<file path="src/rtl/wdtlfs_pkg.sv">
package wdtlfs_pkg;

  // ----------------------------------------------------------------
  // register map (byte addresses)
  // ----------------------------------------------------------------
  localparam logic [31:0] ADDR_RELOAD  = 32'hffff_0360;
  localparam logic [31:0] ADDR_COUNT   = 32'hffff_0364;
  localparam logic [31:0] ADDR_CONTROL = 32'hffff_0368;
  localparam logic [31:0] ADDR_SERVICE = 32'hffff_036c;
  localparam logic [31:0] ADDR_CAPTURE = 32'hffff_0370;

  // reset values
  localparam logic [15:0] RELOAD_RST   = 16'h3bf8;
  localparam logic [15:0] COUNT_RST    = 16'h3bf8;
  localparam logic [15:0] CONTROL_RST  = 16'h0000;
  localparam logic [15:0] CAPTURE_RST  = 16'h0000;
  localparam logic [7:0]  SEED_RST     = 8'h00;

  // ----------------------------------------------------------------
  // control field positions
  // ----------------------------------------------------------------
  localparam int CTL_UP       = 8;
  localparam int CTL_EN       = 7;
  localparam int CTL_PERIODIC = 6;
  localparam int CTL_WDMODE   = 5;
  localparam int CTL_SECURE   = 4;
  localparam int CTL_PRESC_HI = 3;
  localparam int CTL_PRESC_LO = 2;
  localparam int CTL_INTERRUPT_ENABLE_MASK    = 1;
  localparam int CTL_PDOFF    = 0;
  localparam logic [15:0] CTL_WMASK = 16'h01ff;  // reserved [15:9] read zero

  // prescaler codes and last count of each divider
  localparam logic [1:0] PRESC_DIV1   = 2'h0;
  localparam logic [1:0] PRESC_DIV16  = 2'h1;
  localparam logic [1:0] PRESC_DIV256 = 2'h2;
  localparam logic [7:0] DIV1_LAST    = 8'h00;
  localparam logic [7:0] DIV16_LAST   = 8'h0f;
  localparam logic [7:0] DIV256_LAST  = 8'hff;

  // count limits
  localparam logic [15:0] COUNT_ZERO = 16'h0000;
  localparam logic [15:0] COUNT_FULL = 16'hffff;

  // secure-clear sequence feedback (x^6, x^5, x, 1)
  localparam logic [7:0] LFSR_TAPS = 8'h63;
  localparam logic [7:0] LFSR_ZERO = 8'h00;

  // bus answers
  localparam logic [1:0] RESP_OKAY   = 2'h0;
  localparam logic [1:0] RESP_SLVERR = 2'h2;

  typedef enum logic [0:0] {
    WDTLFS_NORMAL   = 1'b0,
    WDTLFS_WATCHDOG = 1'b1
  } wdtlfs_mode_e;

  // next state of the expected-service sequence
  function automatic logic [7:0] wdtlfs_lfsr_next(input logic [7:0] cur);
    wdtlfs_lfsr_next = cur[7] ? ({cur[6:0], 1'b0} ^ LFSR_TAPS) : {cur[6:0], 1'b0};
  endfunction

endpackage

</file>
<file path="src/rtl/wdtlfs_top.sv">
`timescale 1ns/100ps
module wdtlfs_top
  import wdtlfs_pkg::*;
(
  input  wire logic        aclk,
  input  wire logic        aresetn,
  input  wire logic [31:0] s_axi_awaddr,
  input  wire logic        s_axi_awvalid,
  output logic             s_axi_awready,
  input  wire logic [31:0] s_axi_wdata,
  input  wire logic [3:0]  s_axi_wstrb,
  input  wire logic        s_axi_wvalid,
  output logic             s_axi_wready,
  output logic [1:0]       s_axi_bresp,
  output logic             s_axi_bvalid,
  input  wire logic        s_axi_bready,
  input  wire logic [31:0] s_axi_araddr,
  input  wire logic        s_axi_arvalid,
  output logic             s_axi_arready,
  output logic [31:0]      s_axi_rdata,
  output logic [1:0]       s_axi_rresp,
  output logic             s_axi_rvalid,
  input  wire logic        s_axi_rready,
  input  wire logic        osc_32k,
  input  wire logic        debug_halt,
  input  wire logic        periph_powerdown,
  input  wire logic        capture_enable,
  input  wire logic        capture_event,
  output logic             wdt_reset_req,
  output logic             wdt_irq
);

  // ----------------------------------------------------------------
  // declarations
  // ----------------------------------------------------------------
  logic [31:0]  aw_addr_ff;
  logic         aw_held_ff;
  logic [31:0]  w_data_ff;
  logic [3:0]   w_strb_ff;
  logic         w_held_ff;
  logic         bvalid_ff;
  logic [1:0]   bresp_ff;
  logic         rvalid_ff;
  logic [1:0]   rresp_ff;
  logic [31:0]  rdata_ff;
  logic [15:0]  reload_ff;
  logic [15:0]  count_ff;
  logic [15:0]  control_ff;
  logic [15:0]  capture_ff;
  wdtlfs_mode_e mode_ff;
  logic         osc_s1_ff;
  logic         osc_s2_ff;
  logic         osc_prev_ff;
  logic         dbg_s1_ff;
  logic         dbg_s2_ff;
  logic [7:0]   presc_ff;
  logic         reset_req_ff;
  logic         irq_ff;
  logic [7:0]   lfsr_state;

  // register-file byte-lane merge
  function automatic logic [15:0] merge16(input logic [15:0] old, input logic [31:0] data,
                                          input logic [3:0] strb);
    merge16 = {strb[1] ? data[15:8] : old[15:8], strb[0] ? data[7:0] : old[7:0]};
  endfunction

  // ----------------------------------------------------------------
  // bus slave: write path
  // ----------------------------------------------------------------
  logic        wr_exec;
  logic        wr_reload;
  logic        wr_control;
  logic        wr_service;
  logic        wr_mapped;
  logic        locked;
  logic [15:0] nxt_reload;
  logic [15:0] nxt_control;

  assign s_axi_awready = !aw_held_ff && !bvalid_ff;
  assign s_axi_wready  = !w_held_ff && !bvalid_ff;
  assign s_axi_bvalid  = bvalid_ff;
  assign s_axi_bresp   = bresp_ff;

  // address and data may come in either order; act once both are held
  assign wr_exec    = aw_held_ff && w_held_ff && !bvalid_ff;
  assign wr_reload  = wr_exec && (aw_addr_ff == ADDR_RELOAD);
  assign wr_control = wr_exec && (aw_addr_ff == ADDR_CONTROL);
  assign wr_service = wr_exec && (aw_addr_ff == ADDR_SERVICE) && w_strb_ff[0];
  assign wr_mapped  = (aw_addr_ff == ADDR_RELOAD) || (aw_addr_ff == ADDR_CONTROL) ||
                      (aw_addr_ff == ADDR_SERVICE);
  assign locked     = (mode_ff == WDTLFS_WATCHDOG);
  assign nxt_reload = (wr_reload && !locked) ? merge16(reload_ff, w_data_ff, w_strb_ff)
                                             : reload_ff;
  assign nxt_control = (wr_control && !locked)
                     ? (merge16(control_ff, w_data_ff, w_strb_ff) & CTL_WMASK)
                     : control_ff;

  // channel holding registers and the write answer
  always_ff @(posedge aclk) begin
    if (!aresetn) begin
      aw_held_ff <= 1'b0;
      w_held_ff  <= 1'b0;
      aw_addr_ff <= 32'h0000_0000;
      w_data_ff  <= 32'h0000_0000;
      w_strb_ff  <= 4'h0;
      bvalid_ff  <= 1'b0;
      bresp_ff   <= RESP_OKAY;
    end else begin
      if (s_axi_awvalid && s_axi_awready) begin
        aw_held_ff <= 1'b1;
        aw_addr_ff <= s_axi_awaddr;
      end
      if (s_axi_wvalid && s_axi_wready) begin
        w_held_ff <= 1'b1;
        w_data_ff <= s_axi_wdata;
        w_strb_ff <= s_axi_wstrb;
      end
      if (wr_exec) begin
        aw_held_ff <= 1'b0;
        w_held_ff  <= 1'b0;
        bvalid_ff  <= 1'b1;
        bresp_ff   <= wr_mapped ? RESP_OKAY : RESP_SLVERR;
      end else if (bvalid_ff && s_axi_bready) begin
        bvalid_ff <= 1'b0;
      end
    end
  end

  // ----------------------------------------------------------------
  // bus slave: read path
  // ----------------------------------------------------------------
  logic        rd_take;
  logic        rd_mapped;
  logic [15:0] rd_value;

  assign s_axi_arready = !rvalid_ff;
  assign s_axi_rvalid  = rvalid_ff;
  assign s_axi_rresp   = rresp_ff;
  assign s_axi_rdata   = rdata_ff;
  assign rd_take       = s_axi_arvalid && s_axi_arready;
  // service register is write only and the sequence state has no read path
  assign rd_value  = (s_axi_araddr == ADDR_RELOAD)  ? reload_ff  :
                     (s_axi_araddr == ADDR_COUNT)   ? count_ff   :
                     (s_axi_araddr == ADDR_CONTROL) ? control_ff :
                     (s_axi_araddr == ADDR_CAPTURE) ? capture_ff : 16'h0000;
  assign rd_mapped = (s_axi_araddr == ADDR_RELOAD) || (s_axi_araddr == ADDR_COUNT) ||
                     (s_axi_araddr == ADDR_CONTROL) || (s_axi_araddr == ADDR_CAPTURE);

  // one read in flight; answer on the edge after the address is taken
  always_ff @(posedge aclk) begin
    if (!aresetn) begin
      rvalid_ff <= 1'b0;
      rresp_ff  <= RESP_OKAY;
      rdata_ff  <= 32'h0000_0000;
    end else if (rd_take) begin
      rvalid_ff <= 1'b1;
      rresp_ff  <= rd_mapped ? RESP_OKAY : RESP_SLVERR;
      rdata_ff  <= {16'h0000, rd_value};
    end else if (rvalid_ff && s_axi_rready) begin
      rvalid_ff <= 1'b0;
    end
  end

  // ----------------------------------------------------------------
  // pin synchronisers and oscillator edge
  // ----------------------------------------------------------------
  logic osc_edge;

  // oscillator and debug come from outside this clock; two flops first
  always_ff @(posedge aclk) begin
    if (!aresetn) begin
      osc_s1_ff   <= 1'b0;
      osc_s2_ff   <= 1'b0;
      osc_prev_ff <= 1'b0;
      dbg_s1_ff   <= 1'b0;
      dbg_s2_ff   <= 1'b0;
    end else begin
      osc_s1_ff   <= osc_32k;
      osc_s2_ff   <= osc_s1_ff;
      osc_prev_ff <= osc_s2_ff;
      dbg_s1_ff   <= debug_halt;
      dbg_s2_ff   <= dbg_s1_ff;
    end
  end

  assign osc_edge = osc_s2_ff && !osc_prev_ff;

  // ----------------------------------------------------------------
  // prescaler and run gating
  // ----------------------------------------------------------------
  logic [1:0] presc_code;
  logic [7:0] presc_last;
  logic       run;
  logic       tick;
  logic       presc_hit;

  assign presc_code = control_ff[CTL_PRESC_HI:CTL_PRESC_LO];
  // reserved code 11 falls back to divide by one
  assign presc_last = (presc_code == PRESC_DIV16)  ? DIV16_LAST  :
                      (presc_code == PRESC_DIV256) ? DIV256_LAST : DIV1_LAST;
  assign presc_hit  = (presc_ff >= presc_last);
  // watchdog mode runs even with the enable clear, so a lock cannot freeze it
  assign run = (control_ff[CTL_EN] || locked) && !dbg_s2_ff &&
               !(control_ff[CTL_PDOFF] && periph_powerdown);
  assign tick = osc_edge && run && presc_hit;

  // divider counts oscillator edges only while running
  always_ff @(posedge aclk) begin
    if (!aresetn) begin
      presc_ff <= 8'h00;
    end else if (osc_edge && run) begin
      presc_ff <= presc_hit ? 8'h00 : presc_ff + 8'h01;
    end
  end

  // ----------------------------------------------------------------
  // counter, service check and events
  // ----------------------------------------------------------------
  logic        count_up;
  logic        at_end;
  logic        timeout_ev;
  logic        secure;
  logic        svc_bad;
  logic        svc_good;
  logic        do_reload;
  logic [15:0] nxt_count;
  logic        nxt_reset_req;
  logic        irq_set;

  assign count_up   = control_ff[CTL_UP] && !locked;
  assign at_end     = count_up ? (count_ff == COUNT_FULL) : (count_ff == COUNT_ZERO);
  assign timeout_ev = tick && at_end;
  assign secure     = locked && control_ff[CTL_SECURE];
  // a zero expected value can never be served
  assign svc_bad  = wr_service && secure &&
                    ((w_data_ff[7:0] != lfsr_state) || (lfsr_state == LFSR_ZERO));
  assign svc_good = wr_service && !svc_bad;
  assign do_reload = svc_good ||
                     (timeout_ev && (locked || control_ff[CTL_PERIODIC]));
  // free-running wraps through the natural 16-bit roll-over
  assign nxt_count = do_reload ? reload_ff :
                     tick      ? (count_up ? count_ff + 16'h0001 : count_ff - 16'h0001) :
                                 count_ff;
  assign nxt_reset_req = locked && ((timeout_ev && !control_ff[CTL_INTERRUPT_ENABLE_MASK]) || svc_bad);
  assign irq_set       = timeout_ev && (!locked || control_ff[CTL_INTERRUPT_ENABLE_MASK]);

  // configuration and count; only aresetn (power-on) touches them
  always_ff @(posedge aclk) begin
    if (!aresetn) begin
      reload_ff  <= RELOAD_RST;
      control_ff <= CONTROL_RST;
      count_ff   <= COUNT_RST;
      mode_ff    <= WDTLFS_NORMAL;
    end else begin
      reload_ff  <= nxt_reload;
      control_ff <= nxt_control;
      count_ff   <= nxt_count;
      if (nxt_control[CTL_WDMODE]) begin
        mode_ff <= WDTLFS_WATCHDOG;
      end
    end
  end

  // reset request pulse and sticky interrupt; a new event beats the clear
  always_ff @(posedge aclk) begin
    if (!aresetn) begin
      reset_req_ff <= 1'b0;
      irq_ff       <= 1'b0;
      capture_ff   <= CAPTURE_RST;
    end else begin
      reset_req_ff <= nxt_reset_req;
      irq_ff       <= irq_set || (irq_ff && !wr_service);
      if (capture_event && capture_enable && !locked) begin
        capture_ff <= count_ff;
      end
    end
  end

  assign wdt_reset_req = reset_req_ff;
  assign wdt_irq       = irq_ff;

  // ----------------------------------------------------------------
  // expected service sequence
  // ----------------------------------------------------------------
  wdtlfs_lfsr u_lfsr (
    .aclk     (aclk),
    .aresetn  (aresetn),
    .load     (wr_service && !locked),
    .seed     (w_data_ff[7:0]),
    .advance  (svc_good && secure),
    .state_ff (lfsr_state)
  );
endmodule

</file>
<file path="src/rtl/wdtlfs_lfsr.sv">
`timescale 1ns/100ps
module wdtlfs_lfsr
  import wdtlfs_pkg::*;
(
  input  wire logic       aclk,
  input  wire logic       aresetn,
  input  wire logic       load,
  input  wire logic [7:0] seed,
  input  wire logic       advance,
  output logic      [7:0] state_ff
);

  // ----------------------------------------------------------------
  // expected service value
  // ----------------------------------------------------------------
  logic [7:0] nxt_state;

  // load wins over advance; both never meet since they need opposite modes
  assign nxt_state = load ? seed : (advance ? wdtlfs_lfsr_next(state_ff) : state_ff);

  // state is internal only, software must track it on its own
  always_ff @(posedge aclk) begin
    if (!aresetn) begin
      state_ff <= SEED_RST;
    end else begin
      state_ff <= nxt_state;
    end
  end

endmodule

</file>
<file path="config.mk">
export PLATFORM = sky130hd
export DESIGN_NAME = wdtlfs_top
export DESIGN_NICKNAME = d
export VERILOG_FILES = /design/src/rtl/wdtlfs_pkg.sv /design/src/rtl/wdtlfs_top.sv /design/src/rtl/wdtlfs_lfsr.sv
export SDC_FILE = /design/constraint.sdc
export NUM_CORES = 1
export LEC_CHECK = 0
export BUFFER_PORTS_ARGS = -buffer_cell sky130_fd_sc_hd__buf_4
export CAP_MARGIN = 20
export CORE_MARGIN = 2
export CORE_UTILIZATION = 40
export DETAILED_ROUTE_END_ITERATION = 6
export MAX_ROUTING_LAYER = met4
export PLACE_DENSITY_LB_ADDON = 0.25
export SYNTH_ARGS = -nofsm -noshare
export SYNTH_HDL_FRONTEND = slang
export SYNTH_HIERARCHICAL = 1
export SYNTH_SLANG_ARGS = --single-unit
</file>
<file path="constraint.sdc">
create_clock -name aclk -period 4.3 [get_ports aclk]
set_input_delay 0.645 -clock aclk [delete_from_list [all_inputs] [get_ports aclk]]
set_output_delay 0.645 -clock aclk [all_outputs]
set_load 0.01 [all_outputs]
</file>
==> impl_metrics.yaml, run 1 <==
global_routing:
  grt_overflow: 0
  antenna_found_initial: 0
  grt_usage_pct: 20.06
  grt_pass1_vias: 6008
  grt_max_degree: 70
  grt_pass1_wl_um: 31150
synthesis:
  synth.most_common_cell: "nand2_1"
  synth_common_cells: "170 x nand2_1, 153 x dfxtp_1, 83 x a21oi_1, 67 x nor2_1, 48 x mux2i_1"
  synth.distinct_cells: 66
  synth_edf_count: 0
  ys_seq_area_share_pct: 40.54
  yosysTopAreaCell: "dfxtp_1"
  synth_area_per_cell_um2: 8.460
  yosys_warnings: 6
  syn-cell-area_mm2: 0.007555
  ys_top_cells_by_area: "dfxtp_1 41%, nand2_1 8.4%, mux2i_1 6.4%"
  synthArstFlopShare_pct: 0
  syn_inst: 893
  synth_seq_cells: 153
  synth_top_cell_area_share_pct: 40.54
  synthFlopType: "dfxtp_1"
timing:
  timing.fmax_mhz: 316.1
  finalSetupViolCount: 0
  max_slew_margin_pct: 29.53
  finalSetupTns_ns: 0
  finalCriticalPeriod_ns: 3.163
  finalCritPeriodShare_pct: 73.56
  finClkSkew_ns: 0.006233
  worst_pin_slew_ns: 1.054
  hold_viol_final: 0
  hold_ws_ns: 0.3985
  drv_slew: 0
  rsz0062_at_grt: "no"
clocking:
  postCtsSetupBuffers: 0
  post_cts_resized: 0
  path_clk_slew_ns: 0.06
  clkLatencyLatePin_ns: 0.43
  cts-hold-fix-buffers: 0
  clock-sinks: 153
  cts_buffers: 17
  h-tree-depth: 4
  cts_tree: "built"
  cts-root-buf: "clkbuf_16"
  cts.path.max_buffers: 2
placement:
  dp_hpwl_um: 13750
  place.gp.congestion: 0.8291
  portBuffers: 118
  place_area_mm2: 0.008536
  dp_cells: 1205
run:
  max-cap-violations: 0
final_layout:
  seq_area_mm2: 0.003063
  finalCoreUtilization_pct: 49.11
  drive_gt1_share_pct: 17.73
  multi_input_area_mm2: 0.004150
  instances_no_fill: 1238
  nFillCells: 1837
  nNetsFinal: 1125
  final_design_area_no_fill_mm2: 0.009155
  n_antenna_cell: 0
  synthToLayoutAreaGrowth_pct: 21.18
floorplan:
  ioPinCount: 155
  die-area_mm2: 0.02000
  die_w_um: 141.4
  rows: 50
  coreArea_mm2: 0.01864
  die_h_um: 141.4
  initial_core_util_pct: 40.52
worst_setup_path:
  slowest_stage: "o21ai_1"
  crit_type: "reg -> reg"
  worstPathMaxFanout: 9
  required_ns: 4.57
  crit_path_end_kind: "flop"
  cp.buffers_inverters: 3
  crit_family: "compound AO/OA/AOI/OAI gates"
  critPathMaxStageDelay_ns: 0.50
  critPathLaunchType: "flop"
  cp_data_arrival_time_ns: 3.44
  crit_path_cell_trace: "inv_1, ha_1, inv_1, ha_1, a21oi_1, o21ai_0, o21ai_1, nor2_1, o22ai_2, buf_4, mux2i_1, a22oi_1"
power:
  ir_worst_vdd_uv: 281.4
  power.leakage_nw: 3.752
  powerDensity_mw_per_mm2: 363.4
routing:
  wl_per_cell_um: 15.63
  drc_errors: 0
  vias: 6657
  drt_pass1_iterations: 5
  ant_nets: 0
  drt_iter0_drc: 445
  totalWireLength_um: 19350
  viasPerCell: 5.377
outcome:
  outcome: "complete, no violations"
worst_hold_path:
  hold_class: "in -> reg"
[path summary, 6_finish.rpt]
path / startpoint / endpoint / slack [ns] / cells past startpoint
max: control_ff[2] / count_ff[6] / 1.14 / 12
min: s_axi_rready / s_axi_rvalid / 0.40 / 2
max reg2reg: control_ff[2] / count_ff[6] / 1.14 / 12
min reg2reg: osc_s1_ff / osc_s2_ff / 0.44 / 1
[through the flow]
| step | setup WS (ns) | total power [mW] |
|---|---|---|
| after detailed placement | 1.147 | 1.821 |
| after floorplan | 1.089 | 1.700 |
| final | 1.137 | 3.327 |
| after global placement | 1.135 | 1.817 |
| after global routing | 0.7776 | 3.454 |
| after CTS | 1.141 | 3.354 |
[cell families (layout without fill, tap and decap cells)]
family          after synthesis  after routing  synth area share [%]
fa+ha+maj                    22             22                 3.743
buf+inv                      84            178                 5.482
compound gates              198            198                 17.54
other cells                   1             18               0.04964
xor+xnor                     25             25                 2.898
flops                       153            153                 40.54
mux                          53             53                 7.353
simple gates                357            357                 22.39
[sequential cells by signal (all words and copies together), names as in the netlist, 2 cells and up]
register and flops:
s_axi_rdata 16, control_ff 9, w_data_ff 16, capture_ff 16, count_ff 16, presc_ff 8, reload_ff 16, aw_addr_ff 32
w_strb_ff 2, u_lfsr/state_ff 8
[layer usage]
layer / vias to the layer above / global-route usage (%) / routed length, um
met1: 3117 / 28.09 / 9750
li1: 3356 / - / -
met4: 0 / 4.474 / 170
met5: - / - / 0
met2: 169 / 29.64 / 8312
met3: 15 / 4.556 / 1114
[placed cells by master (no fill, tap or decap), types with 14 or more instances in the layout]
cell	n
nand2_1	170
dfxtp_1	153
buf_4	129
a21oi_1	83
nor2_1	67
mux2i_1	48
ha_1	21
o211ai_1	18
conb_1	18
clkbuf_16	17
nand3_1	16
a22oi_1	16
nand4_1	16
a211oi_1	15
o211a_1	15
inv_1	15
o21ai_0	14
[report_power, final]
group          leakage (nW)  switching (mW)  total [mW]  internal, mW
logic                  2.21           0.145       0.274         0.129
registers              1.25          0.0408        1.52          1.47
clock network         0.296           0.597        1.54         0.940
total                  3.75           0.783        3.33          2.54
[cell type report]
type / count / area share (%)
Inverter: 16 / 0.6697
Clock inverter: 12 / 1.613
Multi-Input combinational cell: 673 / 45.33
Clock buffer: 20 / 4.988
Tap cell: 234 / 3.198
Sequential cell: 153 / 33.46
Timing Repair Buffer: 130 / 10.74
(Power assumes the default switching activity.)
==> run 2, diff against run 1 <==
--- a/config.mk
+++ b/config.mk
@@ -5,6 +5,7 @@
 export SDC_FILE = /design/constraint.sdc
 export NUM_CORES = 1
 export LEC_CHECK = 0
+export ABC_AREA = 1
 export BUFFER_PORTS_ARGS = -buffer_cell sky130_fd_sc_hd__buf_4
 export CAP_MARGIN = 20
 export CORE_MARGIN = 2
==> constraint.sdc (replaced) <==
create_clock -name aclk -period 2.7 [get_ports aclk]
set_input_delay 0.405 -clock aclk [delete_from_list [all_inputs] [get_ports aclk]]
set_output_delay 0.405 -clock aclk [all_outputs]
set_load 0.01 [all_outputs]
==> impl_metrics.yaml, run 2 <==
outcome:
  outcome: "complete, no violations"
power:
  ir_worst_vdd_uv: 439.7
  powerDensity_mw_per_mm2: 547.0
  comb_power_share_pct: 8.1
  swShare_pct: 25.78
  p_clk_share_pct: 46.3
  p_int_mw: 3.948
  p_switching_mw: 1.371
  power.leakage_nw: 4.407
  pwr-share-seq_pct: 45.5
placement:
  dp_hpwl_um: 15370
  place.gp.congestion: 0.9161
  dp_slack_ns: 0.4236
  place_area_mm2: 0.009121
  portBuffers: 118
synthesis:
  synth_seq_cells: 153
  synthArstFlopShare_pct: 0
  syn-cell-area_mm2: 0.008018
  ys_top_cells_by_area: "dfxtp_1 38%, nand2_1 14%, nor2_1 8.4%"
  synth_edf_count: 0
  yosys_warnings: 6
  synth_area_per_cell_um2: 6.704
  synth_top_cell_area_share_pct: 38.20
  synthFlopType: "dfxtp_1"
  ys_seq_area_share_pct: 38.20
  synth.most_common_cell: "nand2_1"
  synth_common_cells: "296 x nand2_1, 179 x nor2_1, 153 x dfxtp_1, 117 x inv_1, 98 x nand3_1"
  synth.distinct_cells: 43
  yosysTopAreaCell: "dfxtp_1"
  syn_inst: 1196
final_layout:
  layout_commonest_cell: "nand2_1"
  final_design_area_no_fill_mm2: 0.009726
  largest_register: "aw_addr_ff"
  finalCoreUtilization_pct: 49.65
  final_cell_mix: "296 x nand2_1, 179 x nor2_1, 153 x dfxtp_1, 137 x buf_4, 117 x inv_1"
  nNetsFinal: 1446
  n_antenna_cell: 0
  drive_gt1_share_pct: 14.94
  synthToLayoutAreaGrowth_pct: 21.30
  largest_reg_flops: 32
worst_setup_path:
  cp_data_arrival_time_ns: 2.61
  crit_type: "reg -> reg"
  r2r_setup_slack_ns: 0.41
  crit_path_end_kind: "flop"
  slowest_stage: "ha_1"
  rr_endpoint: "count_ff[8]"
  reg2reg_depth: 10
  critPathMaxStageDelay_ns: 0.42
  crit_path_cell_trace: "inv_1, nand2_1, ha_1, a21oi_1, nand3_1, a21oi_1, xor2_1, nand2_1, nand2_1, o21bai_1"
  crit_top_cell: "nand2_1"
  reg2reg_from: "locked"
  worstPathMaxFanout: 9
  critPathLaunchType: "flop"
  required_ns: 3.02
floorplan:
  initial_core_util_pct: 40.93
  coreArea_mm2: 0.01959
  die_w_um: 145.6
  die-area_mm2: 0.02119
  die_h_um: 145.6
  ioPinCount: 155
  rows: 51
routing:
  drt_iter0_drc: 569
  totalWireLength_um: 20630
  viasPerCell: 4.857
  drc_errors: 0
  drt_pass1_iterations: 5
  ant_nets: 0
  vias: 7723
  wl_per_cell_um: 12.97
global_routing:
  grt_pass1_vias: 6978
  grt_overflow: 0
  antenna_found_initial: 0
  grt_usage_pct: 20.13
  grt_max_degree: 38
  grt_pass1_wl_um: 34170
clocking:
  post_cts_resized: 0
  path_clk_slew_ns: 0.07
  clock-sinks: 153
  cts_tree: "built"
  cts-hold-fix-buffers: 0
  h-tree-depth: 4
  cts.path.max_buffers: 2
  clkLatencyLatePin_ns: 0.43
  postCtsSetupBuffers: 0
  cts-root-buf: "clkbuf_16"
  cts_buffers: 17
timing:
  finalCriticalPeriod_ns: 2.293
  max_slew_margin_pct: 38.74
  finClkSkew_ns: 0.01200
  timing.fmax_mhz: 436.1
  rsz0062_at_grt: "no"
  worst_pin_slew_ns: 0.9179
  finalSetupTns_ns: 0
  finalCritPeriodShare_pct: 84.92
  hold_viol_final: 0
  finalSetupViolCount: 0
  fin_ws_ns: 0.4072
  drv_slew: 0
worst_hold_path:
  min_from: "debug_halt"
  hold_class: "in -> reg"
  hold_depth: 3
  whs_endpoint: "dbg_s1_ff"
run:
  max-cap-violations: 0
[run 2: cell count changes in the layout (fill, tap and decap cells not counted), sizes merged, moves of 16 or more]
| cell | previous run | this run |
|---|---|---|
| a22oi | 16 | 0 |
| inv | 16 | 130 |
| mux2i | 48 | 0 |
| nand2 | 170 | 302 |
| nand3 | 16 | 99 |
| nor2 | 67 | 187 |
| o21ai | 15 | 82 |
[run 2: power groups by stage]
stage / clock, mW / sequential (mW) / combinational (mW)
floorplan: 0 / 2.46 / 0.270
global placement: 0 / 2.47 / 0.431
detailed placement: 0 / 2.47 / 0.437
CTS: 2.52 / 2.42 / 0.438
global route: 2.61 / 2.44 / 0.497
finish: 2.46 / 2.42 / 0.432
[run 2: cells by family (layout without fill, tap and decap cells)]
kind of cell    Yosys count  in the layout  synth area share [%]
compound gates          193            193                 13.08
fa+ha+maj                22             22                 3.527
flops                   153            153                 38.20
other cells               1             18               0.04677
simple gates            631            631                 33.52
xor+xnor                 16             16                 1.748
buf+inv                 180            292                 9.878
[run 2: area by class of cell]
| type | count | area [um2] |
|---|---|---|
| clock inverters | 15 | 178.9 |
| repair buffers | 137 | 1028 |
| clock buffers | 17 | 425.4 |
| inverters | 123 | 466.7 |
| flip-flops and latches | 153 | 3063 |
| multi-input cells | 880 | 4232 |
| fillers | 2024 | 9864 |
| well taps | 265 | 331.6 |
[run 2: critical path, delay by kind of cell (launching register included)]
| family | cells | cell delay (ns) |
|---|---|---|
| flip-flops | 1 | 0.31 |
| AND/OR/NAND/NOR | 4 | 0.59 |
| adder cells (fa/ha/maj) | 1 | 0.42 |
| XOR/XNOR | 1 | 0.20 |
| AO/OA/AOI/OAI | 3 | 0.61 |
| buffers and inverters | 1 | 0.06 |
[run 2: worst max-delay path by stage]
stage	from	end	slack (ns)
finish	locked	count_ff[8]	0.41
global route	locked	count_ff[8]	0.21
CTS	control_ff[2]	count_ff[4]	0.41
detailed placement	control_ff[2]	count_ff[3]	0.42
global placement	control_ff[2]	count_ff[10]	0.43
floorplan	locked	count_ff[11]	0.43
[run 2: per-stage QoR]
stage	hold slack (ns)	total power, mW	std cells
2_1_floorplan	0.3905	2.725	1213
6_report	0.1667	5.320	1590
3_3_place_gp	0.3969	2.901	1558
3_5_place_dp	0.4008	2.909	1558
4_1_cts	0.1532	5.376	1590
5_1_grt	0.1789	5.538	1590
[run 2: routing by layer]
layer | GRT usage (%) | share of wire (%)
met1 | 27.36 | 48
met2 | 30.66 | 44
met3 | 4.075 | 7.0
met4 | 5.245 | 1.3
met5 | - | 0
